<file path="src/rtl/wake_timer_pkg.sv">
// constants, register map and state types of the wake-up timer block
package wake_timer_pkg;
   // ----------------------------------------
   // clocks and tick generation
   // ----------------------------------------
   localparam int CLK_FREQ_HZ = 25000000;
   localparam int RC_FREQ_HZ = 32768;
   localparam int NCO_WIDTH = 24;
   localparam logic [NCO_WIDTH-1:0] NCO_STEP =
      NCO_WIDTH'((longint'(RC_FREQ_HZ) << NCO_WIDTH) / longint'(CLK_FREQ_HZ));
   // ----------------------------------------
   // period arithmetic
   // ----------------------------------------
   localparam int EXP_WIDTH = 5;
   localparam int PRESCALE_WIDTH = 36;
   localparam logic [PRESCALE_WIDTH-1:0] UNIT_LEN_BASE = 36'h0_0000_0004;
   localparam logic [PRESCALE_WIDTH-1:0] PRESCALE_ONE = 36'h0_0000_0001;
   // ----------------------------------------
   // register map
   // ----------------------------------------
   localparam int ADDR_WIDTH = 7;
   localparam logic [6:0] ADDR_STATUS_1 = 7'h03;
   localparam logic [6:0] ADDR_STATUS_2 = 7'h04;
   localparam logic [6:0] ADDR_INT_ENABLE_2 = 7'h06;
   localparam logic [6:0] ADDR_OP_CONTROL_1 = 7'h07;
   localparam logic [6:0] ADDR_OP_CONTROL_2 = 7'h08;
   localparam logic [6:0] ADDR_WAKE_PERIOD_EXPONENT = 7'h14;
   localparam logic [6:0] ADDR_WAKE_PERIOD_MANTISSA_HIGH = 7'h15;
   localparam logic [6:0] ADDR_WAKE_PERIOD_MANTISSA_LOW = 7'h16;
   localparam logic [6:0] ADDR_WAKE_COUNT_HIGH = 7'h17;
   localparam logic [6:0] ADDR_WAKE_COUNT_LOW = 7'h18;
   localparam logic [6:0] ADDR_LISTEN_WINDOW_TIME = 7'h19;
   localparam logic [7:0] RESET_EXPONENT = 8'h03;
   localparam logic [7:0] RESET_MANTISSA = 8'h00;
   localparam logic [7:0] RESET_OP_CONTROL_1 = 8'h01;
   localparam logic [7:0] RESET_ZERO = 8'h00;
   localparam int CTRL_READY_BIT = 0;
   localparam int CTRL_CRYSTAL_SEL_BIT = 4;
   localparam int CTRL_TIMER_EN_BIT = 5;
   localparam int CTRL_LISTEN_MODE_BIT = 2;
   localparam int INT_WAKE_BIT = 3;
   // ----------------------------------------
   // serial port and states
   // ----------------------------------------
   localparam logic [2:0] SPI_BYTE_LAST = 3'h7;
   typedef enum logic [1:0] {
      ST_READY = 2'b00,
      ST_SLEEP = 2'b01,
      ST_LISTEN = 2'b10,
      ST_EXTEND = 2'b11
   } op_state_t;
endpackage

</file>
<file path="src/rtl/wake_tick_source.sv">
// 32.768 kHz tick source: internal rc model or external crystal pin
`timescale 1ns/1ps
`default_nettype none
module wake_tick_source
   import wake_timer_pkg::*;
(
   input wire logic clk_in,
   input wire logic rst_in,
   input wire logic crystal_select_in,
   input wire logic crystal_pin_in,
   output logic tick_out
);
   logic [NCO_WIDTH-1:0] phase;
   logic rc_carry;
   logic xtal_meta;
   logic xtal_sync;
   logic xtal_prev;
   logic [NCO_WIDTH:0] next_phase;

   assign next_phase = {1'b0, phase} + {1'b0, NCO_STEP};

   always_ff @(posedge clk_in) begin
      if (rst_in) begin
         phase <= '0;
         rc_carry <= 1'b0;
      end else begin
         phase <= next_phase[NCO_WIDTH-1:0];
         rc_carry <= next_phase[NCO_WIDTH];
      end
   end

   always_ff @(posedge clk_in) begin
      if (rst_in) begin
         xtal_meta <= 1'b0;
         xtal_sync <= 1'b0;
         xtal_prev <= 1'b0;
      end else begin
         xtal_meta <= crystal_pin_in;
         xtal_sync <= xtal_meta;
         xtal_prev <= xtal_sync;
      end
   end

   always_ff @(posedge clk_in) begin
      if (rst_in) begin
         tick_out <= 1'b0;
      end else begin
         tick_out <= crystal_select_in ? (xtal_sync & ~xtal_prev) : rc_carry;
      end
   end
endmodule
`default_nettype wire

</file>
<file path="src/rtl/wake_spi_slave.sv">
// serial register port: command byte then auto-incrementing data bytes
`timescale 1ns/1ps
`default_nettype none
module wake_spi_slave
   import wake_timer_pkg::*;
(
   input wire logic clk_in,
   input wire logic rst_in,
   input wire logic spi_select_n_in,
   input wire logic spi_clock_in,
   input wire logic spi_data_in,
   output logic spi_data_out,
   output logic [6:0] addr_out,
   output logic wr_pulse_out,
   output logic [7:0] wr_data_out,
   output logic rd_pulse_out,
   input wire logic [7:0] rd_data_in
);
   logic [1:0] sel_meta;
   logic [2:0] sclk_sync;
   logic [1:0] sdi_sync;
   logic [2:0] bit_cnt;
   logic [6:0] shift_in;
   logic [7:0] shift_out;
   logic first;
   logic is_write;
   logic load_pend;
   logic rise;
   logic fall;
   logic selected;

   assign selected = ~sel_meta[1];
   assign rise = sclk_sync[1] & ~sclk_sync[2];
   assign fall = ~sclk_sync[1] & sclk_sync[2];
   assign spi_data_out = shift_out[7];
   // read strobe at the end of a delivered byte, so a prefetch never clears status
   assign rd_pulse_out = selected & rise & (bit_cnt == SPI_BYTE_LAST) & ~first & ~is_write;

   always_ff @(posedge clk_in) begin
      if (rst_in) begin
         sel_meta <= 2'b11;
         sclk_sync <= '0;
         sdi_sync <= '0;
      end else begin
         sel_meta <= {sel_meta[0], spi_select_n_in};
         sclk_sync <= {sclk_sync[1:0], spi_clock_in};
         sdi_sync <= {sdi_sync[0], spi_data_in};
      end
   end

   // ----------------------------------------
   // receive side
   // ----------------------------------------
   always_ff @(posedge clk_in) begin
      if (rst_in) begin
         bit_cnt <= '0;
         shift_in <= '0;
         first <= 1'b1;
         is_write <= 1'b0;
         addr_out <= '0;
         wr_pulse_out <= 1'b0;
         wr_data_out <= '0;
         load_pend <= 1'b0;
      end else begin
         wr_pulse_out <= 1'b0;
         // write strobe carries its own address, step afterwards
         if (wr_pulse_out) begin
            addr_out <= addr_out + 7'h01;
         end
         if (!selected) begin
            bit_cnt <= '0;
            first <= 1'b1;
            load_pend <= 1'b0;
         end else if (rise) begin
            shift_in <= {shift_in[5:0], sdi_sync[1]};
            bit_cnt <= bit_cnt + 3'h1;
            if (bit_cnt == SPI_BYTE_LAST) begin
               first <= 1'b0;
               if (first) begin
                  is_write <= shift_in[6];
                  addr_out <= {shift_in[5:0], sdi_sync[1]};
                  load_pend <= ~shift_in[6];
               end else begin
                  if (is_write) begin
                     wr_pulse_out <= 1'b1;
                     wr_data_out <= {shift_in, sdi_sync[1]};
                  end else begin
                     addr_out <= addr_out + 7'h01;
                  end
                  load_pend <= ~is_write;
               end
            end
         end else if (fall && load_pend) begin
            load_pend <= 1'b0;
         end
      end
   end

   // ----------------------------------------
   // transmit side
   // ----------------------------------------
   always_ff @(posedge clk_in) begin
      if (rst_in) begin
         shift_out <= '0;
      end else if (selected && fall) begin
         if (load_pend) begin
            shift_out <= rd_data_in;
         end else begin
            shift_out <= {shift_out[6:0], 1'b0};
         end
      end
   end
endmodule
`default_nettype wire

</file>
<file path="src/rtl/wake_timer_low_duty_cycle.sv">
// wake-up timer with low duty cycle receive sequencing
`timescale 1ns/1ps
`default_nettype none
module wake_timer_low_duty_cycle
   import wake_timer_pkg::*;
(
   input wire logic clk_in,
   input wire logic rst_in,
   input wire logic spi_select_n_in,
   input wire logic spi_clock_in,
   input wire logic spi_data_in,
   output logic spi_data_out,
   input wire logic first_general_pin_in,
   output logic first_general_pin_out,
   output logic first_general_pin_oe_out,
   input wire logic preamble_detect_in,
   input wire logic sync_detect_in,
   output logic interrupt_request_n_out,
   output logic host_clock_enable_out,
   output logic receiver_on_out
);
   // ----------------------------------------
   // declarations
   // ----------------------------------------
   logic [6:0] addr;
   logic wr_pulse;
   logic [7:0] wr_data;
   logic rd_pulse;
   logic [7:0] rd_data;
   logic tick;
   logic [EXP_WIDTH-1:0] wake_period_exponent;
   logic [7:0] wake_period_mantissa_high;
   logic [7:0] wake_period_mantissa_low;
   logic [7:0] op_control_1;
   logic [7:0] op_control_2;
   logic [7:0] int_enable_2;
   logic [7:0] listen_window_time;
   logic [15:0] wake_count;
   logic [15:0] mantissa;
   logic [PRESCALE_WIDTH-1:0] prescale;
   logic [PRESCALE_WIDTH-1:0] unit_len;
   logic [7:0] listen_cnt;
   logic armed;
   logic wake_flag;
   logic counting;
   logic unit_done;
   logic expiry;
   logic wake_irq_en;
   logic listen_mode;
   logic crystal_select;
   logic detect;
   logic listen_done;
   logic sleep_cmd;
   logic wake_up;
   op_state_t state;
   op_state_t next_state;

   assign mantissa = {wake_period_mantissa_high, wake_period_mantissa_low};
   assign wake_irq_en = int_enable_2[INT_WAKE_BIT];
   assign listen_mode = op_control_2[CTRL_LISTEN_MODE_BIT];
   assign crystal_select = op_control_1[CTRL_CRYSTAL_SEL_BIT];
   assign detect = preamble_detect_in & sync_detect_in;
   assign sleep_cmd = wr_pulse && addr == ADDR_OP_CONTROL_1;

   // ----------------------------------------
   // register port and tick source
   // ----------------------------------------
   wake_spi_slave i_wake_spi_slave (
      .clk_in(clk_in),
      .rst_in(rst_in),
      .spi_select_n_in(spi_select_n_in),
      .spi_clock_in(spi_clock_in),
      .spi_data_in(spi_data_in),
      .spi_data_out(spi_data_out),
      .addr_out(addr),
      .wr_pulse_out(wr_pulse),
      .wr_data_out(wr_data),
      .rd_pulse_out(rd_pulse),
      .rd_data_in(rd_data)
   );

   wake_tick_source i_wake_tick_source (
      .clk_in(clk_in),
      .rst_in(rst_in),
      .crystal_select_in(crystal_select),
      .crystal_pin_in(first_general_pin_in),
      .tick_out(tick)
   );

   // ----------------------------------------
   // register file
   // ----------------------------------------
   always_ff @(posedge clk_in) begin
      if (rst_in) begin
         wake_period_exponent <= RESET_EXPONENT[EXP_WIDTH-1:0];
         wake_period_mantissa_high <= RESET_MANTISSA;
         wake_period_mantissa_low <= RESET_MANTISSA;
         op_control_2 <= RESET_ZERO;
         int_enable_2 <= RESET_ZERO;
         listen_window_time <= RESET_ZERO;
      end else if (wr_pulse) begin
         unique case (addr)
            ADDR_WAKE_PERIOD_EXPONENT: wake_period_exponent <= wr_data[EXP_WIDTH-1:0];
            ADDR_WAKE_PERIOD_MANTISSA_HIGH: wake_period_mantissa_high <= wr_data;
            ADDR_WAKE_PERIOD_MANTISSA_LOW: wake_period_mantissa_low <= wr_data;
            ADDR_OP_CONTROL_2: op_control_2 <= wr_data;
            ADDR_INT_ENABLE_2: int_enable_2 <= wr_data;
            ADDR_LISTEN_WINDOW_TIME: listen_window_time <= wr_data;
            default: ;
         endcase
      end
   end

   // operating control: a wake sets the ready bit, set wins over write
   always_ff @(posedge clk_in) begin
      if (rst_in) begin
         op_control_1 <= RESET_OP_CONTROL_1;
      end else begin
         if (sleep_cmd) begin
            op_control_1 <= wr_data;
         end
         if (wake_up) begin
            op_control_1[CTRL_READY_BIT] <= 1'b1;
         end
      end
   end

   always_comb begin
      rd_data = RESET_ZERO;
      unique case (addr)
         ADDR_STATUS_2: rd_data[INT_WAKE_BIT] = wake_flag;
         ADDR_INT_ENABLE_2: rd_data = int_enable_2;
         ADDR_OP_CONTROL_1: rd_data = op_control_1;
         ADDR_OP_CONTROL_2: rd_data = op_control_2;
         ADDR_WAKE_PERIOD_EXPONENT: rd_data[EXP_WIDTH-1:0] = wake_period_exponent;
         ADDR_WAKE_PERIOD_MANTISSA_HIGH: rd_data = wake_period_mantissa_high;
         ADDR_WAKE_PERIOD_MANTISSA_LOW: rd_data = wake_period_mantissa_low;
         ADDR_WAKE_COUNT_HIGH: rd_data = wake_count[15:8];
         ADDR_WAKE_COUNT_LOW: rd_data = wake_count[7:0];
         ADDR_LISTEN_WINDOW_TIME: rd_data = listen_window_time;
         default: rd_data = RESET_ZERO;
      endcase
   end

   // ----------------------------------------
   // period counter
   // ----------------------------------------
   assign counting = armed && state != ST_READY;
   assign unit_len = UNIT_LEN_BASE << wake_period_exponent;
   assign unit_done = tick && counting && prescale == unit_len - PRESCALE_ONE;
   assign expiry = unit_done && mantissa != 16'h0000 && wake_count == mantissa - 16'h0001;

   // timer enable is caught as the device goes to sleep
   always_ff @(posedge clk_in) begin
      if (rst_in) begin
         armed <= 1'b0;
      end else if (sleep_cmd) begin
         armed <= wr_data[CTRL_TIMER_EN_BIT];
      end
   end

   always_ff @(posedge clk_in) begin
      if (rst_in) begin
         prescale <= '0;
      end else if (sleep_cmd || !counting) begin
         prescale <= '0;
      end else if (unit_done) begin
         prescale <= '0;
      end else if (tick) begin
         prescale <= prescale + PRESCALE_ONE;
      end
   end

   always_ff @(posedge clk_in) begin
      if (rst_in) begin
         wake_count <= '0;
      end else if (sleep_cmd || !counting) begin
         wake_count <= '0;
      end else if (expiry) begin
         wake_count <= '0;
      end else if (unit_done) begin
         wake_count <= wake_count + 16'h0001;
      end
   end

   // ----------------------------------------
   // operating state sequencing
   // ----------------------------------------
   assign listen_done = unit_done && listen_cnt + 8'h01 >= listen_window_time;
   assign wake_up = expiry && wake_irq_en;

   always_comb begin
      next_state = state;
      unique case (state)
         ST_READY: next_state = ST_READY;
         ST_SLEEP: begin
            if (wake_up) begin
               next_state = ST_READY;
            end else if (expiry && listen_mode) begin
               next_state = ST_LISTEN;
            end
         end
         ST_LISTEN: begin
            if (wake_up) begin
               next_state = ST_READY;
            end else if (detect) begin
               next_state = ST_EXTEND;
            end else if (listen_done) begin
               next_state = ST_SLEEP;
            end
         end
         ST_EXTEND: begin
            if (wake_up) begin
               next_state = ST_READY;
            end else if (listen_done) begin
               next_state = ST_SLEEP;
            end
         end
      endcase
   end

   always_ff @(posedge clk_in) begin
      if (rst_in) begin
         state <= ST_READY;
      end else if (sleep_cmd) begin
         state <= wr_data[CTRL_READY_BIT] ? ST_READY : ST_SLEEP;
      end else begin
         state <= next_state;
      end
   end

   always_ff @(posedge clk_in) begin
      if (rst_in) begin
         listen_cnt <= '0;
      end else if (state != next_state || state == ST_SLEEP || state == ST_READY) begin
         listen_cnt <= '0;
      end else if (unit_done) begin
         listen_cnt <= listen_cnt + 8'h01;
      end
   end

   // ----------------------------------------
   // status flag and outputs
   // ----------------------------------------
   always_ff @(posedge clk_in) begin
      if (rst_in) begin
         wake_flag <= 1'b0;
      end else if (expiry) begin
         wake_flag <= 1'b1;
      end else if (rd_pulse && addr == ADDR_STATUS_2) begin
         wake_flag <= 1'b0;
      end
   end

   always_ff @(posedge clk_in) begin
      if (rst_in) begin
         interrupt_request_n_out <= 1'b1;
         host_clock_enable_out <= 1'b1;
         receiver_on_out <= 1'b0;
         first_general_pin_out <= 1'b0;
         first_general_pin_oe_out <= 1'b0;
      end else begin
         interrupt_request_n_out <= ~(wake_flag & wake_irq_en);
         host_clock_enable_out <= state == ST_READY;
         receiver_on_out <= state == ST_LISTEN || state == ST_EXTEND;
         first_general_pin_out <= ~crystal_select & wake_flag;
         first_general_pin_oe_out <= crystal_select;
      end
   end
endmodule
`default_nettype wire

</file>
<file path="config.mk">
export PLATFORM = sky130hd
export DESIGN_NAME = wake_timer_low_duty_cycle
export DESIGN_NICKNAME = d
export VERILOG_FILES = /design/src/rtl/wake_timer_pkg.sv /design/src/rtl/wake_tick_source.sv /design/src/rtl/wake_spi_slave.sv /design/src/rtl/wake_timer_low_duty_cycle.sv
export SDC_FILE = /design/constraint.sdc
export NUM_CORES = 1
export LEC_CHECK = 0
export BUFFER_PORTS_ARGS = -buffer_cell sky130_fd_sc_hd__buf_2
export CAP_MARGIN = 5
export CORE_UTILIZATION = 40
export DETAILED_ROUTE_END_ITERATION = 8
export HOLD_SLACK_MARGIN = 0.06
export REMOVE_ABC_BUFFERS = 1
export SYNTH_ARGS = -nofsm -noshare
export SYNTH_HDL_FRONTEND = slang
export SYNTH_HIERARCHICAL = 1
export SYNTH_SLANG_ARGS = --single-unit
</file>
<file path="constraint.sdc">
create_clock -name clk_in -period 4.8 [get_ports clk_in]
set_clock_uncertainty 0.05 [all_clocks]
set_input_delay 0.24 -clock clk_in [delete_from_list [all_inputs] [get_ports clk_in]]
set_output_delay 0.24 -clock clk_in [all_outputs]
set_load 0.02 [all_outputs]
</file>
==> impl_metrics.yaml, run 1 <==
setup_path:
  path_buf_inv: 3
  cp_slowest_cell: "or4_1"
  r2r-start: "wake_period_exponent[1]$_SDFFE_PP1P_"
  arrival_ns: 4.62
  cp_max_fo: 43
  crit_path_end: "wake_count[5]$_SDFFE_PP0P_"
  crit_chain: "nor4_2 > buf_4 > nand2_1 > ha_1 > buf_12 > or3b_2 > a2bb2oi_1 > o22ai_1 > xor2_1 > or4_1 > or3_1 > buf_4 > or4_1 > a21oi_1"
  regToRegSetupSlack_ns: 0.49
  timing_worst_setup_path_type: "reg2reg"
  crit_path_end_kind: "register"
  cpLargestDelayFamily: "simple AND/OR/NAND/NOR gates"
  critPathLaunch: "wake_period_exponent[1]$_SDFFE_PP1P_"
  rr_endpoint: "wake_count[5]$_SDFFE_PP0P_"
  critical_path.max_stage_delay_ns: 0.63
  start_kind: "register"
  cp.depth: 14
  cp_data_required_time_ns: 5.11
  rr_worst_depth: 14
final_layout:
  utilization_pct: 44.46
  synthToLayoutAreaGrowth_pct: 8.924
  nets: 1430
  fin_cells: 1796
  n_antenna_cell: 0
  layout-drive-gt1-share_pct: 7.052
timing:
  period_share_pct: 89.71
  slew_violations: 0
  relSlewSlack_pct: 43.33
  rsz0062_at_grt: "false"
  setup_viol: 0
  fin_ws_ns: 0.4940
  finalHoldViolCount: 0
  post-route-min-period_ns: 4.306
  fmax_ghz: 0.2322
  worst_slew_pin_slew_ns: 0.8423
clocking:
  clk_latency_ns: 0.44
  cts_setup_buffers: 0
  cts-root-buf: "clkbuf_16"
  clkTransAtPathRegs_ns: 0.08
  cts-buffers-inserted: 17
  htreeDepth: 4
  tritoncts: "built"
  clk_path_buf_depth: 2
  cts_sinks: 193
power:
  clkPwrFrac_pct: 45.7
  p_comb_share_pct: 4.8
  peakVddDrop_uv: 227.2
  p_int_mw: 2.575
  p_switching_mw: 0.8354
  swShare_pct: 24.49
  p_leak_nw: 4.068
  seq_power_share_pct: 49.5
  power_density_nw_per_um2: 275.4
  p_total_mw: 3.411
global_route:
  grt_max_degree: 77
  grt-ovfl-total: 0
  grt_pass1_vias: 9449
  antenna_found_initial: 0
  grt_usage_pct: 22.39
  grt_pass1_wl_mm: 51.49
floorplanning:
  design.core.area_um2: 27860
  die_y_um: 170.6
  rows: 61
  die_x_um: 170.6
  io_pins: 14
  design.die.area_um2: 29110
  start_util_pct: 40.82
logic_synthesis:
  synth_cell_type_count: 85
  synth_top_family_by_area: "simple AND/OR/NAND/NOR gates"
  yosys_warnings: 6
  synthXorXnorAreaFrac_pct: 7.317
  syn_inst: 1448
  synthMuxAreaShare_pct: 2.608
  synth_async_sr_flop_share_pct: 0
  synthAdderAreaFrac_pct: 1.871
  synth-main-ff-cell: "dfxtp_1"
  synth_area_um2: 11370
  synth_edf_count: 0
  avgSynthCellArea_um2: 7.853
  synth-simple-area-share_pct: 30.01
  ys_ff_latch: 193
  seq_area_frac_synth_pct: 33.98
  synth_compound_gate_area_share_pct: 19.32
route:
  viasPerCell: 5.824
  vias: 10460
  drtIter0Drc: 911
  wire_per_inst_um: 17.78
  drt_first_pass_iters: 7
  drcViolationCount: 0
  wl_mm: 31.93
  ant_nets: 0
place:
  port_buffers: 13
  numPlacedInstances: 1760
  dpl.hpwl_mm: 22.31
  pre_cts_ws_ns: 0.5401
  gp_congestion: 0.9248
run_status:
  outcome: "complete, no violations"
hold_path:
  min_from: "sync_detect_in"
  hold_path.class: "in2reg"
flow_run:
  drv_cap: 0
==> worst min-delay path by stage <==
stage	to	slack, ns	depth (start not counted)
final	state[0]$_SDFF_PP0_	0.27	4
after global routing	state[0]$_SDFF_PP0_	0.30	4
after CTS	state[0]$_SDFF_PP0_	0.25	4
after detailed placement	i_wake_spi_slave/sel_meta[1]$_SDFF_PP1_	0.36	1
after global placement	i_wake_spi_slave/sel_meta[1]$_SDFF_PP1_	0.36	1
after floorplan	i_wake_tick_source/phase[1]$_SDFF_PP0_	0.26	1
==> logic make-up after synthesis <==
group,Yosys count
adder cells (fa/ha/maj),17
AND/OR/NAND/NOR,653
multiplexers,29
buffers and inverters,139
flip-flops,193
XOR/XNOR,95
AO/OA/AOI/OAI,322
==> cells in the final DEF (no fill, tap or decap), types with 7 or more instances in the layout <==
cell       instances
o21ai_0           34
a21o_1            12
a22o_1            10
nor3_1            44
o21a_1             9
mux2i_1           24
nand4b_1           7
nor3b_1           10
or3_1             21
o31ai_1           11
and3_1            19
ha_1              17
buf_2             12
nand3b_1          11
nand3_1          102
xor2_1            40
dfxtp_1          192
nand2_1          148
o211ai_1          10
a22oi_1           17
or4_1             11
xnor2_1           55
buf_4             28
nor2_1           133
nand2b_1          17
nand4_1           29
clkbuf_16         17
a211oi_1          18
a21boi_0           8
nor4b_1            9
nor2b_1           28
and4_1             8
a221oi_1          12
inv_1             32
nor4_1            15
o2111ai_1          8
a21oi_1          105
==> per-stage QoR <==
stage / cell area, um^2 / hold slack [ns] / setup TNS, ns
finish: 12390 / 0.2672 / 0
global route: 12390 / 0.3025 / 0
CTS: 12390 / 0.2534 / 0
detailed placement: 11700 / 0.3576 / 0
global placement: 11700 / 0.3596 / 0
floorplan: 10930 / 0.2567 / -34.67
==> synth_stat cells, types with 21 or more instances <==
library cell | count | share of area [%]
nand4_1 | 29 | 1.6
or3_1 | 21 | 1.2
o21ai_0 | 34 | 1.5
xor2_1 | 40 | 3.1
nand3_1 | 102 | 4.5
nand2_1 | 148 | 4.9
nor2b_1 | 28 | 1.5
a21oi_1 | 105 | 4.6
inv_1 | 32 | 1.1
dfxtp_1 | 193 | 34
clkbuf_1 | 77 | 2.5
xnor2_1 | 55 | 4.2
mux2i_1 | 24 | 2.1
nor3_1 | 44 | 1.9
nor2_1 | 133 | 4.4
==> routing by layer <==
metal  part of all wire (%)  global-route usage, %  wire length, um
met1                     47                  31.01            14850
met2                     45                  35.24            14390
met3                    5.3                  2.730             1688
met4                    3.1                  8.813             1002
met5                      0                      0                0
==> power by group through the flow <==
stage                     clock network, mW  registers [mW]  logic (mW)
after floorplan                           0            1.71       0.122
after global placement                    0            1.72       0.158
after detailed placement                  0            1.72       0.163
after CTS                              1.59            1.69       0.166
after global routing                   1.66            1.69       0.185
final                                  1.56            1.69       0.165
==> repair_timing <==
action,in CTS,in global routing
hold buffers,4,0
gates resized for setup,0,0
endpoints found under the hold margin,4,0
==> state kept, by name, indices dropped and copies added, names as in the netlist, 2 cells and up <==
name / count
i_wake_spi_slave/sel_meta: 2
prescale: 36
wake_period_mantissa_low: 8
i_wake_spi_slave/shift_in: 7
state: 2
op_control_1: 8
listen_cnt: 8
i_wake_spi_slave/sclk_sync: 3
i_wake_spi_slave/wr_data_out: 8
i_wake_tick_source/phase: 23
i_wake_spi_slave/sdi_sync: 2
int_enable_2: 8
listen_window_time: 8
op_control_2: 8
i_wake_spi_slave/shift_out: 8
i_wake_spi_slave/bit_cnt: 3
wake_period_exponent: 5
wake_period_mantissa_high: 8
i_wake_spi_slave/addr_out: 7
wake_count: 16
==> worst reg2reg max path: stages, from the launching register on <==
cell	delay, ns
dfxtp_1	0.47
nor4_2	0.08
buf_4	0.15
nand2_1	0.06
ha_1	0.26
buf_12	0.23
or3b_2	0.55
a2bb2oi_1	0.16
o22ai_1	0.20
xor2_1	0.10
or4_1	0.63
or3_1	0.40
buf_4	0.24
or4_1	0.53
a21oi_1	0.15
==> cell type report <==
type / count / area [um^2]
Clock buffer: 18 / 439.2
Clock inverter: 14 / 207.7
Fill cell: 2797 / 15470
Inverter: 32 / 120.1
Multi-Input combinational cell: 1116 / 6950
Sequential cell: 193 / 3865
Tap cell: 378 / 473.0
Timing Repair Buffer: 45 / 330.3
Power figures use the tool's default switching activity.
==> inputs of run 2 (changes only) <==
--- a/config.mk
+++ b/config.mk
@@ -7,6 +7,7 @@
 export LEC_CHECK = 0
 export BUFFER_PORTS_ARGS = -buffer_cell sky130_fd_sc_hd__buf_2
 export CAP_MARGIN = 5
+export CORE_ASPECT_RATIO = 1.25
 export CORE_UTILIZATION = 40
 export DETAILED_ROUTE_END_ITERATION = 8
 export HOLD_SLACK_MARGIN = 0.06
==> run 2 against run 1 <==
Against the previous run: non-clock buffer count rose by 3; count of clock-buffer cells in the layout is the same; flip-flop and latch count unchanged; sequential power about the same; wire length increased by 1.9%; die area is essentially flat; core utilization about the same; global-route usage grew 0.095 points; via count up 0.48%; critical path depth decreased by 1; critical path type unchanged.
==> impl_metrics.yaml, run 2 (same netlist as run 1, synthesis figures left out) <==
clocking:
  cts_setup_buffers: 0
  clk_latency_ns: 0.45
  htreeDepth: 4
  cts_sinks: 193
  tritoncts: "built"
  cts-root-buf: "clkbuf_16"
  clkTransAtPathRegs_ns: 0.07
  cts-buffers-inserted: 17
  clk_path_buf_depth: 2
power:
  power_density_nw_per_um2: 270.4
  p_leak_nw: 4.072
  peakVddDrop_uv: 224.9
  p_total_mw: 3.341
setup_path:
  timing_worst_setup_path_type: "reg2reg"
  cp_data_required_time_ns: 5.12
  arrival_ns: 4.77
  start_kind: "register"
  cp_max_fo: 33
  regToRegSetupSlack_ns: 0.35
  crit_path_end_kind: "register"
final_layout:
  multi_input_area_um2: 6952
  top_regs: "prescale x36, i_wake_tick_source/phase x23, wake_count x16"
  top_register: "prescale"
  layout-drive-gt1-share_pct: 7.319
  most-common-layout-cells: "dfxtp_1 (192), nand2_1 (148), nor2_1 (133), a21oi_1 (105), nand3_1 (102)"
  n_antenna_cell: 0
  seq_area_um2: 3865
  fillers: 2745
  nets: 1433
  largest_reg_flops: 36
  synthToLayoutAreaGrowth_pct: 8.660
  layout_commonest_cell: "dfxtp_1"
place:
  port_buffers: 13
  gp_congestion: 0.9846
  dpl.hpwl_mm: 23.16
route:
  drcViolationCount: 0
  ant_nets: 0
  drtIter0Drc: 1057
  viasPerCell: 5.935
  wl_mm: 32.54
  wire_per_inst_um: 18.37
  drt_first_pass_iters: 7
  vias: 10510
timing:
  finalHoldViolCount: 0
  worst_slew_pin_slew_ns: 0.8535
  relSlewSlack_pct: 42.58
  fmax_ghz: 0.2249
  post-route-min-period_ns: 4.447
  fin_hold_ws_ns: 0.2945
  period_share_pct: 92.64
  setup_viol: 0
  rsz0062_at_grt: "false"
  slew_violations: 0
  setup_tns_ns: 0
global_route:
  grt_usage_pct: 22.49
  grt_pass1_wl_mm: 52.01
  antenna_found_initial: 0
  grt_max_degree: 147
  grt_pass1_vias: 9712
  grt-ovfl-total: 0
flow_run:
  drv_cap: 0
floorplanning:
  die_y_um: 190.5
  rows: 68
  io_pins: 14
  die_x_um: 152.8
  start_util_pct: 40.87
  design.die.area_um2: 29110
  design.core.area_um2: 27820
run_status:
  outcome: "complete, no violations"
hold_path:
  hold_path.class: "in2reg"
## run 2: cell count changes in the layout (fill, tap and decap cells not counted)
cell        before  now
inv_8            6    3
or3_1           21   20
clkinvlp_4       1    0
bufinv_16        3    1
inv_6            1    3
or3_2            1    2
buf_4           28   31
clkinv_8         1    5
## run 2: what timing repair did
item	CTS	global route
endpoints found under the hold margin	4	0
resized for setup	0	1
hold buffers	4	0
setup endpoints to repair	0	2
## run 2: critical path: stages, from the launching register on
cell       delay [ns]
dfxtp_1          0.40
nor4_2           0.30
nand2_1          0.10
ha_1             0.27
buf_4            0.26
nand4b_1         0.16
a2bb2oi_1        0.18
o2111ai_1        0.12
or4_1            0.54
or4b_1           0.57
or3_2            0.66
buf_4            0.26
or3_1            0.34
a21oi_1          0.14
## run 2: power breakdown
group / switching, mW / total [mW] / internal (mW)
logic: 0.0927 / 0.166 / 0.0730
clock network: 0.718 / 1.49 / 0.769
registers: 0.0495 / 1.69 / 1.64
## run 2: routing by layer
metal  part of all wire (%)  track usage (%)  up-vias
li1                       -                -     5174
met1                     43            28.26     4938
met2                     48            38.27      332
met3                    4.5            2.523       66
met4                    4.2            11.11        0
met5                      0                0        -
## run 2: area by class of cell
cell class,instances,area share [%]
multi-input combinational,1116,56.26
sequential,193,31.28
clock buffer,18,3.554
tap,350,3.544
timing repair buffer,48,2.856
clock inverter,14,1.529
inverter,32,0.9722
## run 2: through the flow
stage	setup slack [ns]	area, um^2	utilization (%)	cells
2_1_floorplan	-0.7471	10930	-	1341
3_3_place_gp	0.4321	11690	42.00	1735
3_5_place_dp	0.3173	11690	42.00	1735
4_1_cts	0.3051	12350	44.41	1771
5_1_grt	0.03584	12360	44.41	1771
6_report	0.3533	12360	44.41	1771
## run 2: worst paths after layout
check                                                             start                                 endpoint  depth (start not counted)
worst max register to register     wake_period_exponent[1]$_SDFFE_PP1P_              wake_count[15]$_SDFFE_PP0P_                         13
worst max-delay path               wake_period_exponent[1]$_SDFFE_PP1P_              wake_count[15]$_SDFFE_PP0P_                         13
worst min-delay path                                     sync_detect_in                      state[0]$_SDFF_PP0_                          4
worst min register to register  i_wake_spi_slave/sel_meta[0]$_SDFF_PP1_  i_wake_spi_slave/sel_meta[1]$_SDFF_PP1_                          1
==> inputs of run 3 (changes only) <==
--- a/config.mk
+++ b/config.mk
@@ -5,9 +5,9 @@
 export SDC_FILE = /design/constraint.sdc
 export NUM_CORES = 1
 export LEC_CHECK = 0
+export ABC_AREA = 1
 export BUFFER_PORTS_ARGS = -buffer_cell sky130_fd_sc_hd__buf_2
 export CAP_MARGIN = 5
-export CORE_ASPECT_RATIO = 1.25
 export CORE_UTILIZATION = 40
 export DETAILED_ROUTE_END_ITERATION = 8
 export HOLD_SLACK_MARGIN = 0.06
@@ -16,3 +16,4 @@
 export SYNTH_HDL_FRONTEND = slang
 export SYNTH_HIERARCHICAL = 1
 export SYNTH_SLANG_ARGS = --single-unit
+export TNS_END_PERCENT = 5
==> run 3 against run 2 <==
Against the previous run: register-to-register slack improved by 0.58 ns; wire length increased by 4.2%; via count grew 10%; design area increased by 4.8%; first-iteration DRC count shrank 17%; combinational power is 6% lower; critical path depth is 7 higher; flip-flop and latch count did not move; total power decreased by 2.9%; largest cell class unchanged; highest routed layer unchanged.
==> impl_metrics.yaml, run 3 <==
logic_synthesis:
  synthAdderAreaFrac_pct: 1.777
  synthTopCellsByArea: "dfxtp_1 (32%), nand2_1 (12%), inv_1 (7.6%)"
  synth_top_area_cell: "dfxtp_1"
  synth_area_um2: 11970
  seq_area_frac_synth_pct: 32.29
  synthMuxAreaShare_pct: 0.08365
  synth_edf_count: 0
  avgSynthCellArea_um2: 6.557
  ys_ff_latch: 193
  synth_cell_type_count: 52
  synth-main-ff-cell: "dfxtp_1"
  syn_inst: 1825
  synth_top_family_by_area: "simple AND/OR/NAND/NOR gates"
  synthTopCellsByCount: "nand2_1 (379), inv_1 (243), nor2_1 (243)"
  synth_top_cell_area_share_pct: 32.29
  yosys_warnings: 6
  synth-simple-area-share_pct: 36.59
  synthXorXnorAreaFrac_pct: 5.855
  synth_compound_gate_area_share_pct: 13.33
  synth_async_sr_flop_share_pct: 0
  yosysMostFrequentCell: "nand2_1"
route:
  wire_per_inst_um: 15.29
  ant_nets: 0
  drt_first_pass_iters: 5
  viasPerCell: 5.215
  wl_mm: 33.90
  drcViolationCount: 0
  drtIter0Drc: 880
  vias: 11560
hold_path:
  hold_path.class: "in2reg"
final_layout:
  layout_commonest_cell: "nand2_1"
  layout-drive-gt1-share_pct: 8.129
  utilization_pct: 44.49
  synthToLayoutAreaGrowth_pct: 8.166
  most-common-layout-cells: "nand2_1 (379), inv_1 (243), nor2_1 (243), dfxtp_1 (193), a21oi_1 (118)"
  top_regs: "prescale x36, i_wake_tick_source/phase x23, wake_count x16"
  top_register: "prescale"
  fin_cells: 2217
  largest_reg_flops: 36
  n_antenna_cell: 0
  nets: 1845
timing:
  fin_hold_ws_ns: 0.2409
  setup_viol: 0
  relSlewSlack_pct: 41.21
  setup_tns_ns: 0
  finalHoldViolCount: 0
  post-route-min-period_ns: 3.868
  period_share_pct: 80.58
  slew_violations: 0
  worst_slew_pin_slew_ns: 0.8750
  fmax_ghz: 0.2585
  rsz0062_at_grt: "false"
power:
  power_density_nw_per_um2: 250.5
  p_leak_nw: 5.330
  peakVddDrop_uv: 216.6
  p_total_mw: 3.243
setup_path:
  regToRegSetupSlack_ns: 0.93
  timing_worst_setup_path_type: "reg2reg"
  cp_data_required_time_ns: 5.10
  crit_path_end: "prescale[2]$_SDFFE_PP0P_"
  cp_max_fo: 36
  arrival_ns: 4.16
  r2r-start: "wake_period_exponent[2]$_SDFFE_PP0P_"
  critPathLaunch: "wake_period_exponent[2]$_SDFFE_PP0P_"
  rr_endpoint: "prescale[2]$_SDFFE_PP0P_"
  start_kind: "register"
  crit_path_end_kind: "register"
  rr_worst_depth: 20
global_route:
  grt_max_degree: 49
  grt_pass1_vias: 10400
  grt_usage_pct: 22.59
  antenna_found_initial: 0
  grt_pass1_wl_mm: 54.66
  grt-ovfl-total: 0
clocking:
  clkTransAtPathRegs_ns: 0.08
  clk_path_buf_depth: 2
  cts_setup_buffers: 0
  clk_latency_ns: 0.46
  cts-buffers-inserted: 17
  htreeDepth: 4
  cts_sinks: 193
  cts-root-buf: "clkbuf_16"
  tritoncts: "built"
place:
  gp_congestion: 0.9246
  dpl.hpwl_mm: 25.93
  numPlacedInstances: 2181
  port_buffers: 13
floorplanning:
  start_util_pct: 41.14
  design.core.area_um2: 29090
  io_pins: 14
  die_y_um: 175.0
  die_x_um: 175.0
  rows: 62
  design.die.area_um2: 30610
run_status:
  outcome: "complete, no violations"
flow_run:
  drv_cap: 0
[run 3: cells by family (layout without fill, tap and decap cells)]
| logic type | count (synthesis) | after routing |
|---|---|---|
| simple gates | 943 | 943 |
| buf+inv | 307 | 315 |
| compound gates | 284 | 284 |
| flops | 193 | 193 |
| xor+xnor | 80 | 80 |
| fa+ha+maj | 17 | 17 |
| mux | 1 | 1 |
[run 3: timing repair]
item	in CTS	in global routing
hold endpoints to repair	4	0
hold buffers	4	0
resized for setup	0	0
[run 3: how the worst min path moves through the flow]
stage / depth (start not counted) / end / start / slack [ns]
2_1_floorplan: 1 / i_wake_tick_source/phase[20]$_SDFF_PP0_ / rst_in / 0.25
5_1_grt: 6 / listen_cnt[7]$_SDFFE_PP0P_ / sync_detect_in / 0.29
6_report: 5 / state[1]$_SDFF_PP0_ / sync_detect_in / 0.24
3_3_place_gp: 2 / i_wake_spi_slave/sclk_sync[1]$_SDFF_PP0_ / i_wake_spi_slave/sclk_sync[0]$_SDFF_PP0_ / 0.34
3_5_place_dp: 1 / i_wake_spi_slave/sel_meta[1]$_SDFF_PP1_ / i_wake_spi_slave/sel_meta[0]$_SDFF_PP1_ / 0.35
4_1_cts: 5 / state[1]$_SDFF_PP0_ / sync_detect_in / 0.23
[run 3: layout make-up]
type,count,area [um^2]
tap,384,480.5
clock buffer,19,432.9
sequential,193,3864
clock inverter,13,141.4
multi-input combinational,1325,6897
inverter,260,978.4
fill,3083,16150
timing repair buffer,23,150.1
[run 3: power by group]
group | switching, mW | total, mW | internal, mW
Sequential | 0.0307 | 1.66 | 1.63
Combinational | 0.103 | 0.156 | 0.0526
Clock | 0.733 | 1.43 | 0.695
[run 3: layer usage]
| layer | vias up | share of wire, % | track usage (%) |
|---|---|---|---|
| met3 | 45 | 5.8 | 3.829 |
| met5 | - | 0 | 0 |
| met1 | 5232 | 49 | 32.38 |
| met4 | 0 | 1.6 | 5.616 |
| li1 | 5960 | - | - |
| met2 | 325 | 44 | 34.92 |
[run 3: metrics by stage]
stage          cell area (um^2)  setup slack [ns]
3_3_place_gp              12330             1.121
5_1_grt                   12940            0.5804
4_1_cts                   12940            0.9579
6_report                  12940            0.9320
3_5_place_dp              12330            0.9865
2_1_floorplan             11740             1.426
[run 3: critical path, stage by stage, from the launching register on]
cell     delay [ns]
dfxtp_1        0.31
buf_4          0.23
inv_2          0.19
nand4_1        0.21
ha_1           0.26
nand2_1        0.13
nor2_4         0.22
nand2_2        0.12
nor2_2         0.22
nand2_1        0.08
nand2_1        0.07
nand2_1        0.05
nand2_1        0.15
nand2_1        0.07
nor2_1         0.10
nand2_1        0.09
nor2_4         0.19
nand2_4        0.19
nand2_2        0.59
a21oi_1        0.08
o21a_1         0.14
